### config.mk
export PLATFORM = sky130hd
export DESIGN_NAME = burst_latency_cfg
export DESIGN_NICKNAME = d
export VERILOG_FILES = /design/src/hw/burst_latency_pkg.sv /design/src/hw/burst_latency_cfg.sv
export VERILOG_INCLUDE_DIRS = /design/src /design/src/hw
export SDC_FILE = /design/constraint.sdc
export NUM_CORES = 1
export LEC_CHECK = 0
export ABC_AREA = 1
export BUFFER_PORTS_ARGS = -buffer_cell sky130_fd_sc_hd__buf_2
export CAP_MARGIN = 20
export CELL_PAD_IN_SITES_DETAIL_PLACEMENT = 1
export CELL_PAD_IN_SITES_GLOBAL_PLACEMENT = 2
export CORE_MARGIN = 4
export CORE_UTILIZATION = 32
export CTS_CLUSTER_SIZE = 28
export DETAILED_ROUTE_END_ITERATION = 10
export PLACE_DENSITY = 0.76
export SLEW_MARGIN = 5
export SYNTH_ARGS = -nofsm -noshare
export SYNTH_HDL_FRONTEND = slang
export SYNTH_SLANG_ARGS = --single-unit
### constraint.sdc
create_clock -name clk_i -period 2.7 [get_ports clk_i]
set_input_delay 0.54 -clock clk_i [delete_from_list [all_inputs] [get_ports clk_i]]
set_output_delay 0.54 -clock clk_i [all_outputs]
set_load 0.01 [all_outputs]
### src/hw/burst_latency_defs.svh
// Constants for the burst order and latency configuration block
//--------------------------------------------------------------------------------
// Summary of operation
// - 16-beat read wraps within chosen half from C3:C2*4; 32-beat continues other half.
// - Read bursts start on four-word boundaries; column bits 2 and 3 are free.
// - Writes take data linearly from block start, words 0-15, 16-31 or 0-31.
// - Column bits 0 and 1 are never sent and count as zero.
// - Column bit four high on a 16-beat write stores into the upper half.
// - Inversion off: read latency codes give 6..40 with precharge spacing; default 000.
// - Inversion on: read latency codes give 6,12,18,24,30,36,40,44.
// - Write latency set A maps codes to 4..18 in steps of two.
// - Write latency set B maps codes to 4,8,12,18,22,26,30,34.
// - Latency register bit 6 selects write latency set; default set A.
// - Latency register bit 7 enables write leveling; default off.
// - After leveling is set, stay in that state until a write clears it.
// - Two register copies; a write updates only the write-selected set point.
// - Device runs only from the copy of the operating set point.
// - Writes to the inactive copy leave current operation unchanged.
// - Burst length field: 00 fixed 16, 01 fixed 32, 10 per command.
//--------------------------------------------------------------------------------
`ifndef BURST_LATENCY_DEFS_SVH
`define BURST_LATENCY_DEFS_SVH

// Register offset and field positions
`define LAT_REG_OFFSET   6'h02
`define LAT_REG_RESET    8'h00
`define LAT_RDLAT_LSB    0
`define LAT_WRLAT_LSB    3
`define LAT_WRSET_BIT    6
`define LAT_LEV_BIT      7

// Active latency values while in reset, code 000 of each table
`define LAT_RESET_READ   8'h06
`define LAT_RESET_RTP    8'h08
`define LAT_RESET_WRITE  8'h04

// Burst geometry
`define BEAT_LAST_SHORT  5'h0f
`define BEAT_LAST_LONG   5'h1f
`define BURST_FIXED_16   2'h0
`define BURST_FIXED_32   2'h1
`define BURST_PER_CMD    2'h2

// Latency tables, code 7 in the top byte, code 0 in the bottom byte
`define RDLAT_TABLE_PLAIN {8'h28, 8'h24, 8'h20, 8'h1a, 8'h16, 8'h10, 8'h0a, 8'h06}
`define RDLAT_TABLE_INV   {8'h2c, 8'h28, 8'h24, 8'h1e, 8'h18, 8'h12, 8'h0c, 8'h06}
`define RTP_TABLE         {8'h10, 8'h0e, 8'h0c, 8'h0a, 8'h08, 8'h08, 8'h08, 8'h08}
`define WRLAT_TABLE_A     {8'h12, 8'h10, 8'h0e, 8'h0c, 8'h0a, 8'h08, 8'h06, 8'h04}
`define WRLAT_TABLE_B     {8'h22, 8'h1e, 8'h1a, 8'h16, 8'h12, 8'h0c, 8'h08, 8'h04}

`endif

### src/hw/burst_latency_pkg.sv
// Types for the burst order and latency configuration block
package burst_latency_pkg;

    // Kinds of command on the command bus
    typedef enum logic [1:0] {
        CMD_READ  = 2'h0,
        CMD_WRITE = 2'h1,
        CMD_MODE_WRITE = 2'h2
    } cmd_kind_t;

    // Block state, one bit flips from idle to burst and from idle to leveling
    typedef enum logic [1:0] {
        ST_IDLE  = 2'h0,
        ST_BURST = 2'h1,
        ST_LEVEL = 2'h2
    } ctl_state_t;

    // One command from the controller
    typedef struct packed {
        logic      valid;
        cmd_kind_t kind;
        logic [2:0] col;       // Column bits 4..2
        logic      long_burst; // Per-command length, 1 = 32 beats
        logic [5:0] mr_addr;
        logic [7:0] mr_data;
    } cmd_t;

    // One beat of burst addressing
    typedef struct packed {
        logic [4:0] word;
        logic       is_write;
        logic       last;
    } beat_t;

    // Active latency settings
    typedef struct packed {
        logic [7:0] read_latency;
        logic [7:0] read_to_precharge_cycles;
        logic [7:0] write_latency;
        logic       leveling;
    } latency_t;

    // Whole state of the block
    typedef struct packed {
        ctl_state_t state;
        logic [1:0][7:0] copy;
        logic [4:0] beat;
        logic [2:0] col;
        logic       long_burst;
        logic       is_write;
        beat_t      ent0;
        beat_t      ent1;
        logic [1:0] cnt;
        logic       beat_valid;
        logic       cmd_ready;
        logic       refused;
        latency_t   lat;
    } state_t;

endpackage : burst_latency_pkg

### src/hw/burst_latency_cfg.sv
// Burst address order generator and latency mode register with two set points
`timescale 1ns/1ps
`include "burst_latency_defs.svh"

module burst_latency_cfg (
    // Clock and reset
    input  wire logic                          clk_i,
    input  wire logic                          sys_rst_i,
    // Command bus, synchronous to clk_i
    input  wire burst_latency_pkg::cmd_t       cmd_i,
    output logic                               cmd_ready_o,
    output logic                               cmd_refused_o,
    // Configuration levels from neighbouring registers
    input  wire logic [1:0]                    burst_length_field_i,
    input  wire logic                          read_inversion_enable_i,
    input  wire logic                          setpoint_write_select_i,
    input  wire logic                          setpoint_operating_select_i,
    // Beat address stream
    output burst_latency_pkg::beat_t           beat_o,
    output logic                               beat_valid_o,
    input  wire logic                          beat_ready_i,
    // Active latency settings
    output burst_latency_pkg::latency_t        latency_o
);

    burst_latency_pkg::state_t s_reg;
    burst_latency_pkg::state_t s_next;
    burst_latency_pkg::beat_t  gen_beat;
    logic                      pop;
    logic                      push;
    logic                      is_long;
    logic [7:0]                act;
    logic [2:0]                rd_code;
    logic [2:0]                wr_code;

    //--------------------------------------------------------------------------
    // Lookup helper
    //--------------------------------------------------------------------------

    // Pick byte code out of an eight-entry table
    function automatic logic [7:0] pick(input logic [63:0] tbl, input logic [2:0] code);
        pick = tbl[{code, 3'h0} +: 8];
    endfunction : pick

    //--------------------------------------------------------------------------
    // Next state
    //--------------------------------------------------------------------------

    // Beat address for the current burst position
    always_comb begin
        gen_beat.is_write = s_reg.is_write;
        if (s_reg.is_write) begin
            // Linear order from block start; column bits 3..2 unused
            gen_beat.word = s_reg.long_burst ? s_reg.beat :
                            {s_reg.col[2], s_reg.beat[3:0]};
        end else begin
            // Wrap within the half, then the other half
            gen_beat.word = {s_reg.col[2] ^ s_reg.beat[4],
                             4'({s_reg.col[1:0], 2'h0} + s_reg.beat[3:0])};
        end
        gen_beat.last = (s_reg.beat == (s_reg.long_burst ? `BEAT_LAST_LONG :
                                                            `BEAT_LAST_SHORT));
    end

    // Burst length from mode, reserved codes fall back to 16
    always_comb begin
        case (burst_length_field_i)
            `BURST_FIXED_32: is_long = 1'b1;
            `BURST_PER_CMD:  is_long = cmd_i.long_burst;
            default:         is_long = 1'b0;
        endcase
    end

    assign pop  = s_reg.beat_valid && beat_ready_i;
    assign push = (s_reg.state == burst_latency_pkg::ST_BURST) &&
                  (s_reg.cnt != 2'h2 || pop);

    // Main state update
    always_comb begin
        s_next = s_reg;
        s_next.refused = 1'b0;
        // Two-entry buffer drain
        if (pop) begin
            s_next.ent0 = s_reg.ent1;
            s_next.cnt  = s_reg.cnt - 2'h1;
        end
        // Fill from the generator while there is room
        if (push) begin
            if (s_next.cnt == 2'h0) begin
                s_next.ent0 = gen_beat;
            end else begin
                s_next.ent1 = gen_beat;
            end
            s_next.cnt  = s_next.cnt + 2'h1;
            s_next.beat = s_reg.beat + 5'h1;
            if (gen_beat.last) begin
                s_next.state = burst_latency_pkg::ST_IDLE;
            end
        end
        // Command handling
        if (cmd_i.valid && s_reg.cmd_ready) begin
            case (s_reg.state)
                burst_latency_pkg::ST_IDLE: begin
                    if (cmd_i.kind == burst_latency_pkg::CMD_MODE_WRITE) begin
                        if (cmd_i.mr_addr == `LAT_REG_OFFSET) begin
                            s_next.copy[setpoint_write_select_i] = cmd_i.mr_data;
                            if (cmd_i.mr_data[`LAT_LEV_BIT] &&
                                setpoint_write_select_i == setpoint_operating_select_i) begin
                                s_next.state = burst_latency_pkg::ST_LEVEL;
                            end
                        end
                    end else if (cmd_i.kind == burst_latency_pkg::CMD_READ ||
                                 cmd_i.kind == burst_latency_pkg::CMD_WRITE) begin
                        s_next.state      = burst_latency_pkg::ST_BURST;
                        s_next.beat       = 5'h0;
                        s_next.col        = cmd_i.col;
                        s_next.long_burst = is_long;
                        s_next.is_write   = (cmd_i.kind == burst_latency_pkg::CMD_WRITE);
                    end
                end
                burst_latency_pkg::ST_LEVEL: begin
                    // Only the write that clears leveling is taken
                    if (cmd_i.kind == burst_latency_pkg::CMD_MODE_WRITE &&
                        cmd_i.mr_addr == `LAT_REG_OFFSET &&
                        !cmd_i.mr_data[`LAT_LEV_BIT]) begin
                        s_next.copy[setpoint_write_select_i] = cmd_i.mr_data;
                        if (setpoint_write_select_i == setpoint_operating_select_i) begin
                            s_next.state = burst_latency_pkg::ST_IDLE;
                        end
                    end else begin
                        s_next.refused = 1'b1;
                    end
                end
                default: s_next.state = s_reg.state;
            endcase
        end
        s_next.beat_valid = (s_next.cnt != 2'h0);
        s_next.cmd_ready  = (s_next.state != burst_latency_pkg::ST_BURST);
        // Settings from the operating copy only
        act     = s_next.copy[setpoint_operating_select_i];
        rd_code = act[`LAT_RDLAT_LSB +: 3];
        wr_code = act[`LAT_WRLAT_LSB +: 3];
        s_next.lat.read_latency = read_inversion_enable_i ?
                                  pick(`RDLAT_TABLE_INV, rd_code) :
                                  pick(`RDLAT_TABLE_PLAIN, rd_code);
        s_next.lat.read_to_precharge_cycles = pick(`RTP_TABLE, rd_code);
        s_next.lat.write_latency = act[`LAT_WRSET_BIT] ?
                                   pick(`WRLAT_TABLE_B, wr_code) :
                                   pick(`WRLAT_TABLE_A, wr_code);
        s_next.lat.leveling = act[`LAT_LEV_BIT];
    end

    //--------------------------------------------------------------------------
    // State register
    //--------------------------------------------------------------------------

    // Reset to default latencies, idle, empty buffer
    always_ff @(posedge clk_i or posedge sys_rst_i) begin
        if (sys_rst_i) begin
            s_reg                              <= '0;
            s_reg.copy                         <= {`LAT_REG_RESET, `LAT_REG_RESET};
            s_reg.cmd_ready                    <= 1'b1;
            s_reg.lat.read_latency             <= `LAT_RESET_READ;
            s_reg.lat.read_to_precharge_cycles <= `LAT_RESET_RTP;
            s_reg.lat.write_latency            <= `LAT_RESET_WRITE;
        end else begin
            s_reg <= s_next;
        end
    end

    // Outputs straight from state flops
    assign cmd_ready_o   = s_reg.cmd_ready;
    assign cmd_refused_o = s_reg.refused;
    assign beat_o        = s_reg.ent0;
    assign beat_valid_o  = s_reg.beat_valid;
    assign latency_o     = s_reg.lat;
endmodule : burst_latency_cfg

==> flow_summary.toml <==
[worst_setup_path]
crit_path_frequent_cell = "nand3_1"
rr_endpoint = "latency_o[19]"
crit_fanout = 8
r2r-start = "s_reg[70]"
crit_start = "s_reg[70]"
crit_path_max_incr_delay_ns = 0.51
crit_type = "reg2reg"
required_ns = 2.97
start_kind = "flop"
crit_slowest_cell = "dfrtp_1"
worst_setup_path_end_kind = "flop"
worstPathArrival_ns = 2.61
crit_family = "simple AND/OR/NAND/NOR gates"
ff2ff_path_depth = 11
r2r_slack_ns = 0.36
crit_buf_inv = 1
crit_chain = "nor2_4 > nand3_2 > o22ai_1 > o211ai_1 > nand3_1 > nand2_1 > inv_1 > ha_1 > nand3_1 > nand3_1 > nand2_1"

[placed_design]
numPortBuffers = 53
hpwl_mm = 7.650
dp_slack_ns = 0.09289
placed_cell_area_mm2 = 0.004104
place_congestion = 0.8197

[finish]
final_common_cell = "nand2_1"
layout.nets = 592
drive_gt1_share_pct = 20.00
largest_register_ffs = 36
final_cell_mix = "nand2_1 (161), dfrtp_1 (57), inv_1 (56), nand3_1 (54), buf_2 (53)"
fill_cells = 1485
syn_to_final_growth_pct = 14.05
n_antenna_cell = 0
final_area_mm2 = 0.004398

[global_route]
grt_pass1_wl_mm = 17.21
grt_max_degree = 26
grt_pass1_vias = 3643
antenna_found_initial = 0
gr-total-overflow = 0
grt_usage_pct = 15.00

[pwr]
power.density_mw_per_mm2 = 864.1
finalPower_uw = 3800
power_leakage_uw = 0.002405
ir_drop_uv = 370.8

[synthesis]
ys_top_cells_by_area = "dfrtp_1 (37%), nand2_1 (16%), nand3_1 (7.0%), buf_4 (6.6%), inv_1 (5.5%)"
ys_ff_latch = 62
syn_avg_cell_area_um2 = 7.546
synth_cells = 511
synth_ff_type = "dfrtp_1"
ys_seq_area_share_pct = 40.40
ys.warnings.count = 0
synth_edf_count = 0
syn-cell-area_mm2 = 0.003856
synth_area_leader_cell = "dfrtp_1"
synth_cell_types = 37
ys_async_sr_fraction_pct = 100.0
synth_top_area_share_pct = 36.99

[floorplan]
die_x_um = 117.8
start_util_pct = 33.20
die_h_um = 117.8
die-area_mm2 = 0.01387
num_rows = 39
num_io_pins = 64
core_area_mm2 = 0.01161

[detailed_routing]
wl_per_cell_um = 13.96
final_antenna_net_count = 0
drc = 0
dr.pass1.iters = 4
vias_per_cell = 4.716
drtIter0Drc = 117
num_vias = 3292
wl_mm = 9.744

[cts]
path_clk_slew_ns = 0.05
cts_buffers = 9
htree_num_levels = 3
root_buffer = "clkbuf_16"
clock_latency_ns = 0.33
clk_path_buf_depth = 2
tritoncts = "built"
cts-resized-gates = 0
post-cts-setup-buffers = 0
clock_sinks = 62
hold_buffers = 0

[timing]
fin_ws_ns = 0.3602
hold_viol = 0
hold_ws_ns = 0.2429
period_share_pct = 86.66
tns_ns = 0
relSlewSlack_pct = 65.40
finalSetupViolations = 0
period_needed_ns = 2.340
slew_viol_final = 0
fmax_mhz = 427.4
skew_ns = 0.006253
rsz0062_at_grt = "false"
worst_pin_slew_ns = 0.5183

[worst_hold_path]
hold_class = "in2async"

[outcome]
status = "complete, no violations"

[run]
drv_cap = 0
[per-stage QoR]
step | utilization (%) | instances
floorplan | - | 520
global placement | 35.34 | 682
detailed placement | 35.34 | 682
CTS | 37.87 | 698
global route | 37.87 | 698
finish | 37.87 | 698
[final cells by class]
class	instances	area [µm²]	area share [%]
Multi-Input combinational cell	351	1787	40.63
Sequential cell	62	1558	35.42
Timing Repair Buffer	64	347.8	7.909
Clock buffer	12	246.5	5.605
Inverter	62	232.7	5.292
Tap cell	143	178.9	4.068
Clock inverter	4	47.55	1.081
[cell usage after synthesis (all sizes together), types with 2 or more instances]
| cell | count |
|---|---|
| dfstp | 5 |
| clkbuf | 3 |
| buf | 42 |
| ha | 13 |
| or2 | 2 |
| dfrtp | 57 |
| nand3 | 58 |
| nor2 | 28 |
| xor2 | 5 |
| a21oi | 9 |
| o21ai | 33 |
| inv | 62 |
| nand3b | 5 |
| nand4 | 3 |
| nand2 | 169 |
| a31oi | 7 |
[worst reg2reg max path, delay by kind of cell (launching register included)]
family                   cells  cell delay [ns]
buffers and inverters        1             0.19
AO/OA/AOI/OAI                2             0.44
adder cells (fa/ha/maj)      1             0.26
AND/OR/NAND/NOR              7             0.89
flip-flops                   1             0.51
[cells by family (layout without fill, tap and decap cells)]
logic type	after synthesis	count (layout)	synth area share, %
buf+inv	107	142	14.15
simple gates	266	266	31.41
mux	2	2	0.5516
flops	62	62	40.40
xor+xnor	5	5	1.136
fa+ha+maj	13	13	4.218
other cells	1	10	0.09725
compound gates	55	55	8.047
[where the power goes]
| part | internal, µW | total, µW | switching, µW |
|---|---|---|---|
| Sequential | 1200 | 1390 | 189 |
| Combinational | 448 | 1270 | 827 |
| Clock | 736 | 1140 | 404 |
[metal layers]
metal	global-route usage [%]	part of all wire (%)	vias up
met5	0	0	-
met4	4.835	1.6	0
met3	3.796	4.2	14
met2	24.18	46	63
met1	19.72	48	1556
li1	-	-	1659
[worst max path at each step]
stage	cells past startpoint	endpoint
after floorplan	16	latency_o[20]
after global placement	16	latency_o[19]
after detailed placement	16	latency_o[19]
after CTS	11	latency_o[19]
after global routing	11	latency_o[19]
final	11	latency_o[19]
Note: power is estimated with default switching activity, not from simulation.
